--- src/ioc_consts.svh ---
// Purpose: constants for the channel halt, test and load sequencer
// Assumes: included by bare name
// Notes:   offsets are word byte addresses
`ifndef IOC_CONSTS_SVH
`define IOC_CONSTS_SVH
`define IOC_CC_AVAIL      2'h0
`define IOC_CC_STORED     2'h1
`define IOC_CC_BUSY       2'h2
`define IOC_CC_NOTOP      2'h3
`define IOC_CHAN_LSB      8
`define IOC_CHAN_MSB      10
`define IOC_ADDR_MSB      10
`define IOC_STEP_SIX      3'h6
`define IOC_CSW2_ADDR     8'h44
`define IOC_LOC_ZERO      8'h00
`define IOC_NEXT_CMD_ADDR 8'h08
`define IOC_LOAD_COUNT    8'h18
`define IOC_LOAD_CMD      8'h02
`define IOC_CMD_HALT_BIT  7
`define IOC_S2_PHASE      2'h2
`define IOC_MY_CHANNEL    3'h0
`endif

--- src/ioc_pkg.sv ---
// Purpose: types for the channel sequencer
// Assumes: nothing
// Notes:   none
package ioc_pkg;
  typedef enum logic [1:0] {
    IOC_OP_NONE = 2'h0,
    IOC_OP_TCH  = 2'h1,
    IOC_OP_HIO  = 2'h2,
    IOC_OP_LOAD = 2'h3
  } ioc_op_t;
  typedef enum logic [3:0] {
    IOC_IDLE   = 4'h0,
    IOC_STEP   = 4'h1,
    IOC_BHALT  = 4'h3,
    IOC_WAITDF = 4'h2,
    IOC_FETCH1 = 4'h6,
    IOC_FETCH2 = 4'h7,
    IOC_SEL    = 4'h5,
    IOC_STOP   = 4'h4,
    IOC_CSW    = 4'hC,
    IOC_STORE1 = 4'hD,
    IOC_STORE2 = 4'hF,
    IOC_LDRUN  = 4'hE,
    IOC_LDEND  = 4'hA,
    IOC_DONE   = 4'hB
  } ioc_state_t;
endpackage : ioc_pkg

--- src/ioc_tag_if.sv ---
// Purpose: tag interface between channel and control unit
// Assumes: one clock, levels sampled on clock_i
// Notes:   no clocking block
`timescale 1ns/1ps
`default_nettype none
interface ioc_tag_if;
  logic [7:0] bus_out;
  logic [7:0] bus_in;
  logic       address_out;
  logic       select_out;
  logic       select_in;
  logic       address_in;
  logic       status_in;
  logic       operational_in;
  logic       channel_end;
  modport channel (output bus_out, address_out, select_out,
                   input bus_in, select_in, address_in, status_in, operational_in, channel_end);
  modport unit (input bus_out, address_out, select_out,
                output bus_in, select_in, address_in, status_in, operational_in, channel_end);
endinterface : ioc_tag_if
`default_nettype wire

--- src/ioc_step_ctr.sv ---
// Purpose: compute step and interface pulse counter
// Assumes: run held while a sequence is active
// Notes:   step saturates at seven
`timescale 1ns/1ps
`default_nettype none
module ioc_step_ctr (
  input  wire logic       clock_i, // clock
  input  wire logic       rstn_i,  // async reset, low
  input  wire logic       run_i,   // count enable level
  output logic [2:0]      step_o,  // compute step
  output logic [1:0]      phase_o  // interface pulse phase
);
  logic [2:0] next_step;
  logic [1:0] next_phase;
  always_comb begin
    next_step  = run_i ? ((step_o == 3'h7) ? step_o : step_o + 3'h1) : 3'h0;
    next_phase = run_i ? phase_o + 2'h1 : 2'h0;
  end
  always_ff @(posedge clock_i or negedge rstn_i) begin
    if (!rstn_i) begin
      step_o  <= 3'h0;
      phase_o <= 2'h0;
    end else begin
      step_o  <= next_step;
      phase_o <= next_phase;
    end
  end
endmodule : ioc_step_ctr
`default_nettype wire

--- src/ioc_channel.sv ---
// Purpose: channel end: test channel, halt I/O and initial load sequencing
// Assumes: storage and processor side are plain ports
// Notes:   unit control words held in a small local array
`timescale 1ns/1ps
`default_nettype none
`include "ioc_consts.svh"
module ioc_channel (
  input  wire logic         clock_i,         // clock
  input  wire logic         rstn_i,          // async reset, low
  input  wire ioc_pkg::ioc_op_t op_i,        // operation request pulse
  input  wire logic         supervisor_i,    // processor in supervisor state
  input  wire logic [31:0]  b_operand_i,     // operand register, bit 0 msb
  input  wire logic [10:0]  load_unit_address_switches_i, // load address
  input  wire logic         burst_i,         // burst mode latch
  input  wire logic         io_irq_i,        // interrupt pending latch
  input  wire logic         data_flow_busy_i, // data flow occupied
  input  wire logic         chain_more_i,    // loaded command chains on
  output logic              end_execute_o,   // end-of-execute pulse
  output logic [1:0]        cond_code_o,     // condition code
  output logic              device_halted_o, // device halted latch
  output logic              zero_control_o,  // zero control latch
  output logic              load_psw_o,      // start status-word load pulse
  output logic              store_req_o,     // storage write pulse
  output logic [7:0]        storage_address_reg_o, // storage address
  output logic [31:0]       storage_data_reg_o,    // storage data
  output logic [7:0]        channel_data_reg_o,    // captured status byte
  ioc_tag_if.channel        tag              // tag interface
);
  ioc_pkg::ioc_state_t st, next_st;
  ioc_pkg::ioc_op_t    op, next_op;
  logic [10:0] addr, next_addr;
  logic [7:0]  cmd, next_cmd, channel_data_reg, next_cdr, storage_address_reg, next_sar, cnt, next_cnt;
  logic [31:0] storage_data_reg, next_sdr;
  logic        chain, next_chain, endf, next_endf, halted, next_halted;
  logic        zc, next_zc, ee, next_ee, st_req, next_st_req, lpsw, next_lpsw;
  logic        ao, next_ao, so, next_so, opin_q, next_opin_q;
  logic [1:0]  cc, next_cc;
  logic [7:0]  bo, next_bo;
  logic [31:0] unit_control_word [0:1];
  logic [31:0] next_ucw0, next_ucw1;
  logic [2:0]  step;
  logic [1:0]  phase;
  logic        run;
  logic        chan_ok;
  assign run = (st != ioc_pkg::IOC_IDLE);
  // operand bit n is vector bit 31-n
  assign chan_ok = (addr[`IOC_CHAN_MSB:`IOC_CHAN_LSB] == `IOC_MY_CHANNEL);
  ioc_step_ctr u_step (
    .clock_i (clock_i),
    .rstn_i  (rstn_i),
    .run_i   (run),
    .step_o  (step),
    .phase_o (phase)
  );
  // ---------------------------------------------------------------
  // sequencer
  // ---------------------------------------------------------------
  always_comb begin
    next_st = st; next_op = op; next_addr = addr; next_cmd = cmd;
    next_cdr = channel_data_reg; next_sar = storage_address_reg; next_sdr = storage_data_reg; next_cnt = cnt;
    next_chain = chain; next_endf = endf; next_halted = halted;
    next_zc = zc; next_ee = 1'b0; next_st_req = 1'b0; next_lpsw = 1'b0;
    next_ao = ao; next_so = so; next_cc = cc; next_bo = bo;
    next_opin_q = tag.operational_in;
    next_ucw0 = unit_control_word[0]; next_ucw1 = unit_control_word[1];
    case (st)
      ioc_pkg::IOC_IDLE: begin
        if (tag.channel_end) begin
          next_ucw1[31] = 1'b1;
        end
        if (op_i == ioc_pkg::IOC_OP_LOAD) begin
          next_op = op_i;
          next_addr = load_unit_address_switches_i;
          next_cmd = `IOC_LOAD_CMD;
          next_cnt = `IOC_LOAD_COUNT;
          next_chain = 1'b1;
          next_st = ioc_pkg::IOC_LDRUN;
        end else if (op_i != ioc_pkg::IOC_OP_NONE && supervisor_i) begin
          next_op = op_i;
          next_addr = (op_i == ioc_pkg::IOC_OP_TCH) ?
                      {b_operand_i[10:8], 8'h00} : b_operand_i[10:0];
          next_halted = 1'b0;
          next_zc = 1'b0;
          next_st = ioc_pkg::IOC_STEP;
        end
      end
      ioc_pkg::IOC_STEP: begin
        if (step == `IOC_STEP_SIX) begin
          if (!chan_ok) begin
            next_cc = `IOC_CC_NOTOP;
            next_st = ioc_pkg::IOC_DONE;
          end else if (op == ioc_pkg::IOC_OP_TCH) begin
            next_cc = burst_i ? `IOC_CC_BUSY :
                      (io_irq_i ? `IOC_CC_STORED : `IOC_CC_AVAIL);
            next_st = ioc_pkg::IOC_DONE;
          end else if (burst_i) begin
            next_chain = 1'b0;
            next_cmd[`IOC_CMD_HALT_BIT] = 1'b1;
            next_ao = 1'b1;
            next_st = ioc_pkg::IOC_BHALT;
          end else begin
            next_st = ioc_pkg::IOC_WAITDF;
          end
        end
      end
      ioc_pkg::IOC_BHALT: begin
        if (opin_q && !tag.operational_in) begin
          next_ao = 1'b0;
          next_halted = 1'b1;
          next_cc = `IOC_CC_BUSY;
          next_ee = 1'b1;
          next_st = ioc_pkg::IOC_STORE1;
        end
      end
      ioc_pkg::IOC_WAITDF: begin
        // step has saturated here, so halt the burst directly
        if (burst_i) begin
          next_chain = 1'b0;
          next_cmd[`IOC_CMD_HALT_BIT] = 1'b1;
          next_ao = 1'b1;
          next_st = ioc_pkg::IOC_BHALT;
        end else if (!data_flow_busy_i && phase == `IOC_S2_PHASE) begin
          next_cmd = unit_control_word[0][31:24];
          next_st = ioc_pkg::IOC_FETCH1;
        end
      end
      ioc_pkg::IOC_FETCH1: begin
        next_endf = unit_control_word[1][31];
        next_st = ioc_pkg::IOC_FETCH2;
      end
      ioc_pkg::IOC_FETCH2: begin
        if (endf) begin
          next_cc = `IOC_CC_AVAIL;
          next_ee = 1'b1;
          next_st = ioc_pkg::IOC_STORE1;
        end else begin
          next_cmd[`IOC_CMD_HALT_BIT] = 1'b1;
          next_chain = 1'b0;
          next_bo = addr[7:0];
          next_ao = 1'b1;
          next_so = 1'b1;
          next_st = ioc_pkg::IOC_SEL;
        end
      end
      ioc_pkg::IOC_SEL: begin
        if (tag.select_in) begin
          next_ao = 1'b0; next_so = 1'b0;
          next_cc = `IOC_CC_NOTOP;
          next_st = ioc_pkg::IOC_DONE;
        end else if (tag.address_in || tag.status_in) begin
          next_so = 1'b0;
          if (tag.status_in) begin
            next_cdr = tag.bus_in;
          end
          next_zc = 1'b1;
          next_st = ioc_pkg::IOC_CSW;
        end
      end
      ioc_pkg::IOC_CSW: begin
        next_ao = 1'b0;
        next_sar = `IOC_CSW2_ADDR;
        next_sdr = {channel_data_reg, 24'h000000};
        next_st_req = 1'b1;
        next_cc = `IOC_CC_STORED;
        next_ee = 1'b1;
        next_st = ioc_pkg::IOC_STORE1;
      end
      ioc_pkg::IOC_STORE1: begin
        next_ucw0 = {cmd, 13'h0000, addr};
        next_st = ioc_pkg::IOC_STORE2;
      end
      ioc_pkg::IOC_STORE2: begin
        next_ucw1 = {endf, chain, 6'h00, channel_data_reg, 16'h0000};
        next_st = ioc_pkg::IOC_IDLE;
      end
      ioc_pkg::IOC_LDRUN: begin
        if (tag.channel_end) begin
          if (chain && chain_more_i) begin
            next_sar = `IOC_NEXT_CMD_ADDR;
          end else begin
            next_st = ioc_pkg::IOC_LDEND;
          end
        end else if (cnt == 8'h00 && chain) begin
          next_sar = `IOC_NEXT_CMD_ADDR;
          next_chain = chain_more_i;
        end else if (cnt != 8'h00) begin
          next_cnt = cnt - 8'h01;
        end
      end
      ioc_pkg::IOC_LDEND: begin
        next_sar = `IOC_LOC_ZERO;
        next_sdr = {21'h000000, addr};
        next_st_req = 1'b1;
        next_lpsw = 1'b1;
        next_st = ioc_pkg::IOC_IDLE;
      end
      ioc_pkg::IOC_DONE: begin
        next_ee = 1'b1;
        next_st = ioc_pkg::IOC_IDLE;
      end
      default: next_st = ioc_pkg::IOC_IDLE;
    endcase
  end
  always_ff @(posedge clock_i or negedge rstn_i) begin
    if (!rstn_i) begin
      st <= ioc_pkg::IOC_IDLE; op <= ioc_pkg::IOC_OP_NONE;
      addr <= 11'h000; cmd <= 8'h00; channel_data_reg <= 8'h00; storage_address_reg <= 8'h00; cnt <= 8'h00;
      storage_data_reg <= 32'h00000000; chain <= 1'b0; endf <= 1'b0; halted <= 1'b0;
      zc <= 1'b0; ee <= 1'b0; st_req <= 1'b0; lpsw <= 1'b0; ao <= 1'b0;
      so <= 1'b0; opin_q <= 1'b0; cc <= 2'h0; bo <= 8'h00;
      unit_control_word[0] <= 32'h00000000; unit_control_word[1] <= 32'h00000000;
    end else begin
      st <= next_st; op <= next_op; addr <= next_addr; cmd <= next_cmd;
      channel_data_reg <= next_cdr; storage_address_reg <= next_sar; cnt <= next_cnt; storage_data_reg <= next_sdr;
      chain <= next_chain; endf <= next_endf; halted <= next_halted;
      zc <= next_zc; ee <= next_ee; st_req <= next_st_req; lpsw <= next_lpsw;
      ao <= next_ao; so <= next_so; opin_q <= next_opin_q; cc <= next_cc;
      bo <= next_bo; unit_control_word[0] <= next_ucw0; unit_control_word[1] <= next_ucw1;
    end
  end
  // ---------------------------------------------------------------
  // outputs
  // ---------------------------------------------------------------
  assign end_execute_o = ee;
  assign cond_code_o = cc;
  assign device_halted_o = halted;
  assign zero_control_o = zc;
  assign load_psw_o = lpsw;
  assign store_req_o = st_req;
  assign storage_address_reg_o = storage_address_reg;
  assign storage_data_reg_o = storage_data_reg;
  assign channel_data_reg_o = channel_data_reg;
  assign tag.bus_out = bo;
  assign tag.address_out = ao;
  assign tag.select_out = so;
endmodule : ioc_channel
`default_nettype wire

--- src/flat_wrapper.sv ---
// flat-port wrapper written by rule: the top's interface ports become plain ports
module ioc_channel_flat 
  (clock_i, rstn_i, op_i, supervisor_i, b_operand_i, load_unit_address_switches_i, burst_i, io_irq_i, data_flow_busy_i, chain_more_i, end_execute_o, cond_code_o, device_halted_o, zero_control_o, load_psw_o, store_req_o, storage_address_reg_o, storage_data_reg_o, channel_data_reg_o, tag_bus_out, tag_address_out, tag_select_out, tag_bus_in, tag_select_in, tag_address_in, tag_status_in, tag_operational_in, tag_channel_end);
  ioc_tag_if tag_i ();
  input  wire logic clock_i;
  input  wire logic rstn_i;
  input  wire ioc_pkg::ioc_op_t op_i;
  input  wire logic supervisor_i;
  input  wire logic [31:0] b_operand_i;
  input  wire logic [10:0] load_unit_address_switches_i;
  input  wire logic burst_i;
  input  wire logic io_irq_i;
  input  wire logic data_flow_busy_i;
  input  wire logic chain_more_i;
  output logic end_execute_o;
  output logic [1:0] cond_code_o;
  output logic device_halted_o;
  output logic zero_control_o;
  output logic load_psw_o;
  output logic store_req_o;
  output logic [7:0] storage_address_reg_o;
  output logic [31:0] storage_data_reg_o;
  output logic [7:0] channel_data_reg_o;
  output wire logic [$bits(tag_i.bus_out)-1:0] tag_bus_out;
  output wire logic [$bits(tag_i.address_out)-1:0] tag_address_out;
  output wire logic [$bits(tag_i.select_out)-1:0] tag_select_out;
  input wire logic [$bits(tag_i.bus_in)-1:0] tag_bus_in;
  input wire logic [$bits(tag_i.select_in)-1:0] tag_select_in;
  input wire logic [$bits(tag_i.address_in)-1:0] tag_address_in;
  input wire logic [$bits(tag_i.status_in)-1:0] tag_status_in;
  input wire logic [$bits(tag_i.operational_in)-1:0] tag_operational_in;
  input wire logic [$bits(tag_i.channel_end)-1:0] tag_channel_end;
  assign tag_bus_out = tag_i.bus_out;
  assign tag_address_out = tag_i.address_out;
  assign tag_select_out = tag_i.select_out;
  assign tag_i.bus_in = tag_bus_in;
  assign tag_i.select_in = tag_select_in;
  assign tag_i.address_in = tag_address_in;
  assign tag_i.status_in = tag_status_in;
  assign tag_i.operational_in = tag_operational_in;
  assign tag_i.channel_end = tag_channel_end;
  ioc_channel u_core (.clock_i(clock_i), .rstn_i(rstn_i), .op_i(op_i), .supervisor_i(supervisor_i), .b_operand_i(b_operand_i), .load_unit_address_switches_i(load_unit_address_switches_i), .burst_i(burst_i), .io_irq_i(io_irq_i), .data_flow_busy_i(data_flow_busy_i), .chain_more_i(chain_more_i), .end_execute_o(end_execute_o), .cond_code_o(cond_code_o), .device_halted_o(device_halted_o), .zero_control_o(zero_control_o), .load_psw_o(load_psw_o), .store_req_o(store_req_o), .storage_address_reg_o(storage_address_reg_o), .storage_data_reg_o(storage_data_reg_o), .channel_data_reg_o(channel_data_reg_o), .tag(tag_i));
endmodule
--- config.mk ---
export PLATFORM = sky130hd
export DESIGN_NAME = ioc_channel_flat
export DESIGN_NICKNAME = d
export VERILOG_FILES = /design/src/ioc_pkg.sv /design/src/ioc_tag_if.sv /design/src/ioc_step_ctr.sv /design/src/ioc_channel.sv /design/src/flat_wrapper.sv
export VERILOG_INCLUDE_DIRS = /design/src
export SDC_FILE = /design/constraint.sdc
export NUM_CORES = 1
export LEC_CHECK = 0
export BUFFER_PORTS_ARGS = -buffer_cell sky130_fd_sc_hd__buf_2
export CORE_ASPECT_RATIO = 0.8
export CORE_MARGIN = 4
export CORE_UTILIZATION = 46
export DETAILED_ROUTE_END_ITERATION = 10
export GPL_ROUTABILITY_DRIVEN = 0
export GPL_TIMING_DRIVEN = 0
export PLACE_DENSITY = 0.85
export SYNTH_ARGS = -nofsm -noshare
export SYNTH_HDL_FRONTEND = slang
export SYNTH_SLANG_ARGS = --single-unit
--- constraint.sdc ---
create_clock -name clock_i -period 1.78 [get_ports clock_i]
set_input_delay 0.089 -clock clock_i [delete_from_list [all_inputs] [get_ports clock_i]]
set_output_delay 0.089 -clock clock_i [all_outputs]
set_load 0.05 [all_outputs]
**Word-level counts from Yosys, hierarchy flattened**

Cells that the tools add are included.

- Flip-flop bits (word level): 99
- Input bits: 65

- Bitwise operators: 2
- Multiplexer cells: 76
- $add $sub $neg: 3
- Equal/unequal tests: 44
- Reductions and logical operators: 40

Operators by type and width:

| cell | count |
|---|---|
| two-way mux 8 bit | 8 |
| one-hot mux 32 bit (2 select lines) | 1 |
| two-way mux 4 bit | 13 |
| one-hot mux 4 bit (10 select lines) | 1 |
| two-way mux 1 bit | 29 |
| == test 4 bit, second input constant | 6 |
| one-hot mux 8 bit (3 select lines) | 1 |
| two-way mux 11 bit | 2 |
| != test 2 bit, second input constant | 11 |
| two-way mux 2 bit | 10 |
| != test 2 x 1 -> 1 bit, second input constant | 9 |
| one-hot mux 8 bit (2 select lines) | 1 |
| nonzero test 2 bit | 8 |
| AND reduction 7 bit | 2 |
| == test 4 x 3 -> 1 bit, second input constant | 3 |
| != test 3 x 2 -> 1 bit, second input constant | 4 |
| one-hot mux 2 bit (5 select lines) | 1 |
| AND reduction 5 bit | 2 |
| nonzero test 5 bit | 2 |
| == test 4 x 2 -> 1 bit, second input constant | 2 |
| zero test 8 bit | 1 |
| one-hot mux 1 bit (2 select lines) | 4 |
| AND reduction 4 bit | 2 |
| AND reduction 8 bit | 1 |
| 27 further kinds | 41 |

**Logic depth before layout (Yosys ltp)**

- Depth in word-level cells: 6
- Mapped depth: 7
- Mapped depth without buffers: 7

**Modules after synthesis**

Synthesis repeated with hierarchy kept, for this count alone.

- Cells, all modules: 406
- Area, all modules: 4,205.3 µm²

By module, submodules not included:

| module | area an instance (µm²) | cells each | instances |
|---|---|---|---|
| ioc_channel | 3,986.3 | 390 | 1 |
| ioc_step_ctr | 219.0 | 16 | 1 |

**Least setup slack after synthesis**

Ideal clock, no wire load.

- Path type: register to register
- Start: reg u_core.cnt[0]
- End: reg u_core.cnt[1]
- Library setup time: 127 ps
- Cell stages (with the launch flop): 8
- Data required time: 1,653 ps
- Setup slack: -2 ps
- Arrival time: 1,655 ps
- Buffers on the path: 0
- Cell sequence: dfrtp_1 -> inv_1 -> ha_1 -> nor3b_2 -> a21oi_1 -> and2b_1 -> nor2_2 -> mux2_1

- Cells in the longest elaborated chain, start to end: 5
- Elaborated cells between the ends (all ways): 11
- Classes of those cells: add/sub (1); eq/ne (2); mux (4); reduce/logical (4)

Ends and longest elaborated chain:

| element | RTL line | source |
|---|---|---|
| from (decl) | ioc_channel.sv:32 | `logic [7:0] cmd, next_cmd, channel_data_reg, next_cdr, storage_address_reg, next_sar, cnt, next_cnt;` |
| from (signal assigned) | ioc_channel.sv:214 | `channel_data_reg <= next_cdr; storage_address_reg <= next_sar; cnt <= next_cnt; storage_data_reg <= next_sdr;` |
| subtractor 8 x 1 -> 8 bit | ioc_channel.sv:187 | `next_cnt = cnt - 8'h01;` |
| two-way mux 8 bit | ioc_channel.sv:186 | `end else if (cnt != 8'h00) begin` |
| two-way mux 8 bit | ioc_channel.sv:183 | `end else if (cnt == 8'h00 && chain) begin` |
| two-way mux 8 bit | ioc_channel.sv:177 | `if (tag.channel_end) begin` |
| one-hot mux 8 bit (2 select lines) | ioc_channel.sv:66 | `case (st)` |

Several ways; a longest one is shown, not always the timed one. The select of a mux whose other input is x is not followed.
A chain may end at the register's enable or synchronous reset.

**Worst setup path in the final report**

- Start: reg u_core.st[0]
- End: reg u_core.cnt[2]

- Cells in the longest elaborated chain, start to end: 3
- Elaborated cells between the ends (all ways): 9
- Classes of those cells: eq/ne (5); mux (1); reduce/logical (3)

Ends and longest elaborated chain:

| element | RTL line | source |
|---|---|---|
| from (decl) | ioc_channel.sv:29 | `ioc_pkg::ioc_state_t st, next_st;` |
| from (signal assigned) | ioc_channel.sv:206 | `st <= ioc_pkg::IOC_IDLE; op <= ioc_pkg::IOC_OP_NONE;` |
| from (signal assigned) | ioc_channel.sv:213 | `st <= next_st; op <= next_op; addr <= next_addr; cmd <= next_cmd;` |
| == test 4 bit / zero test 4 bit (equally long branches) | ioc_channel.sv:66 |  |
| != test 2 bit (no source line) (tied with other cells) | - |  |
| AND reduction 5 bit (no source line) | - |  |

Several ways; a longest one is shown, not always the timed one.

==> results.ini <==
[status]
outcome=finished with violations
violations=negative setup slack

[synth]
synth_area_per_cell_um2=10.1
synth_area_leader_cell=dfrtp_1
yosysSeqAreaShare=0.487
synth_edf_count=0
netlist_top_cells_area=dfrtp_1, mux2_2, nand2_1
synthCells=409
synth-seq-cells=80
synth_warnings=0
synth_ff_type=dfrtp_1
async_flop_share=1.00
synth_area_um2=4110
yosys.area.top_type_share=0.487
ys_types=65

[global_route]
grt_overflow=0
grt_pass1_vias=3909
grt_first_pass_wirelength_um=19200
grt_max_degree=47
track_usage=0.228
antenna_found_initial=0

[route]
via_per_inst=5.81
wirelength_um=12900
drc=0
wire_per_inst_um=18.4
drtPass1Iterations=7
ant_nets=0
drtIter0Drc=511
num_vias=4084

[power]
power_density_nw_per_um2=1800
worst_ir_drop_vdd_mv=1.35
power_mw=10.4
leakagePower_nw=2.87

[worst_hold_path]
min_path_type=input pin to flop
holdCritStartpoint=op_i[1]

[sta]
finalCritPeriodShare=1.07
setup_viol=11
max_slew_margin=0.593
layout_setup_ws_ps=-129
rsz0062_at_grt=yes
worst_pin_slew_ps=611
maxSlewViolCount=0
hold_viol_final=0
fin_skew_ps=11.4
fmax_ghz=0.524
period_minus_slack_ps=1910

[flow_run]
cap_violations=0

[finish]
final_cell_mix=buf_2, dfrtp_1, buf_4
layout.nets=657
final_area_um2=5760
final_common_cell=buf_2
layout-drive-gt1-share=0.411
fill_cells=567
area_delta_synth_final_pct=40.0
num_antenna_cells=0

[place]
port_buffers=89
hpwl_um=7850
dp_slack_ps=-282
placed_cell_area_um2=4800

[critical_path]
r2r-start=u_core.st[0]$_DFFE_PN0P_
critical_path_class=flop to flop
cp.arrival_ps=2180
endpoint_kind=flop
critPathLaunch=u_core.st[0]$_DFFE_PN0P_
ff2ff_setup_slack_ps=-130
cp_slowest_cell=or4_4
path_cells=buf_8 -> or4_4 -> nor2_4 -> buf_4 -> o22ai_1 -> a21o_1
worst_ep_required_time_ps=2050
slowest_delay_ps=580
cp_max_fo=6
worstSetupStartpointType=flop

[floorplanning]
dieArea_um2=10500
io_pins=130
dieHeight_um=92.6
start_util=0.479
core_um2=8600
die_w_um=114
num_rows=30

[clock_network]
clock_sinks=80
cts_root_buf=clkbuf_8
htreeDepth=3
clock_latency_ps=370
clk_pin_slew_ps=90
cts_buffer_depth=2
cts_tree=done
numCtsBuffers=9

==> cell families after synthesis <==
logic type | Yosys count | share of synthesized area
simple gates | 141 | 0.179
compound gates | 98 | 0.164
flops | 80 | 0.487
buf+inv | 52 | 0.0709
mux | 26 | 0.0700
fa+ha+maj | 6 | 0.0182
xor+xnor | 5 | 0.0106
other cells | 1 | 0.000912
==> area by class of cell <==
| cell class | count | area [um^2] | area share |
|---|---|---|---|
| Sequential cell | 80 | 2000 | 0.348 |
| Clock inverter | 6 | 43.8 | 0.00761 |
| Tap cell | 112 | 140 | 0.0243 |
| Buffer | 39 | 285 | 0.0495 |
| Multi-Input combinational cell | 294 | 2080 | 0.361 |
| Clock buffer | 10 | 128 | 0.0222 |
| Timing Repair Buffer | 149 | 1030 | 0.179 |
| Inverter | 13 | 48.8 | 0.00847 |
==> synthesized netlist by cell type (all sizes together) (2+ instances only) <==
master   number
o22a          3
nand3b        2
a21oi        24
a31oi         4
mux2         22
nand2b        6
nor4          3
clkbuf        6
nand2        45
inv          13
nor2         38
o22ai         4
nor3         13
o21a          2
or4           2
nor2b         5
a22o         11
a22oi        10
xor2          4
nor3b         4
o21ai        20
a2111oi       2
a21o          4
and3          3
o2bb2ai       2
or2           2
nand3        11
buf          33
dfrtp        80
ha            6
or3           2
mux2i         4
==> flip-flops by register name, indices dropped and copies added, names as in the netlist, 2 cells and up <==
register	flops
u_core.u_step.step_o	3
u_core.storage_data_reg_o	19
u_core.op	2
u_core.cnt	8
u_core.addr	11
u_core.st	4
u_core.cond_code_o	2
u_core.tag.bus_out	8
u_core.channel_data_reg_o	8
u_core.storage_address_reg_o	2
u_core.u_step.phase_o	2
==> critical path: cells and delay by family, from the launching register on <==
family	cells	cell delay [ps]
DFF	1	460
and+or+nand+nor	2	790
AOI/OAI and AO/OA	2	250
buffers and inverters	2	300
==> path summary, 6_finish.rpt <==
check / end / depth (start not counted)
min in group asynchronous: u_core.tag.address_out$_DFFE_PN0P_ / 2
worst min register to register: u_core.u_step.phase_o[0]$_DFF_PN0_ / 1
worst max register to register: u_core.cnt[2]$_DFFE_PN0P_ / 6
worst max-delay path: u_core.cnt[2]$_DFFE_PN0P_ / 6
worst min-delay path: u_core.op[1]$_DFFE_PN0P_ / 3
max in group asynchronous: u_core.cnt[3]$_DFFE_PN0P_ / 3
==> per-layer routing <==
metal / track usage / share of wire / vias to the layer above
met3: 0.0692 / 0.11 / 73
met1: 0.299 / 0.38 / 1948
li1: - / - / 1771
met2: 0.368 / 0.48 / 292
met5: 0 / 0 / -
met4: 0.0641 / 0.038 / 0
==> what timing repair did <==
item | CTS | global route
hold endpoints to repair | 52 | 0
hold buffers | 26 | 0
pin swaps | 12 | 12
endpoints found under the setup margin | 59 | 56
resized for setup | 21 | 50
setup buffers | 26 | 7
gates cloned | 0 | 0
==> power breakdown <==
part,leakage [nW],switching (mW),internal (mW),total [mW]
registers,1.01,0.551,2.52,3.07
clock network,0.0866,0.720,0.512,1.23
logic,1.77,3.86,2.19,6.05
==> metrics by stage <==
stage	std cells	hold WS, ps	util	setup TNS, ps
finish	703	27.8	0.670	-657
global route	703	33.0	0.670	-1350
CTS	696	7.80	0.642	-172
detailed placement	628	73.8	0.558	-5590
global placement	627	269	0.555	-3820
floorplan	426	-207	-	0
(Power assumes the default switching activity.)
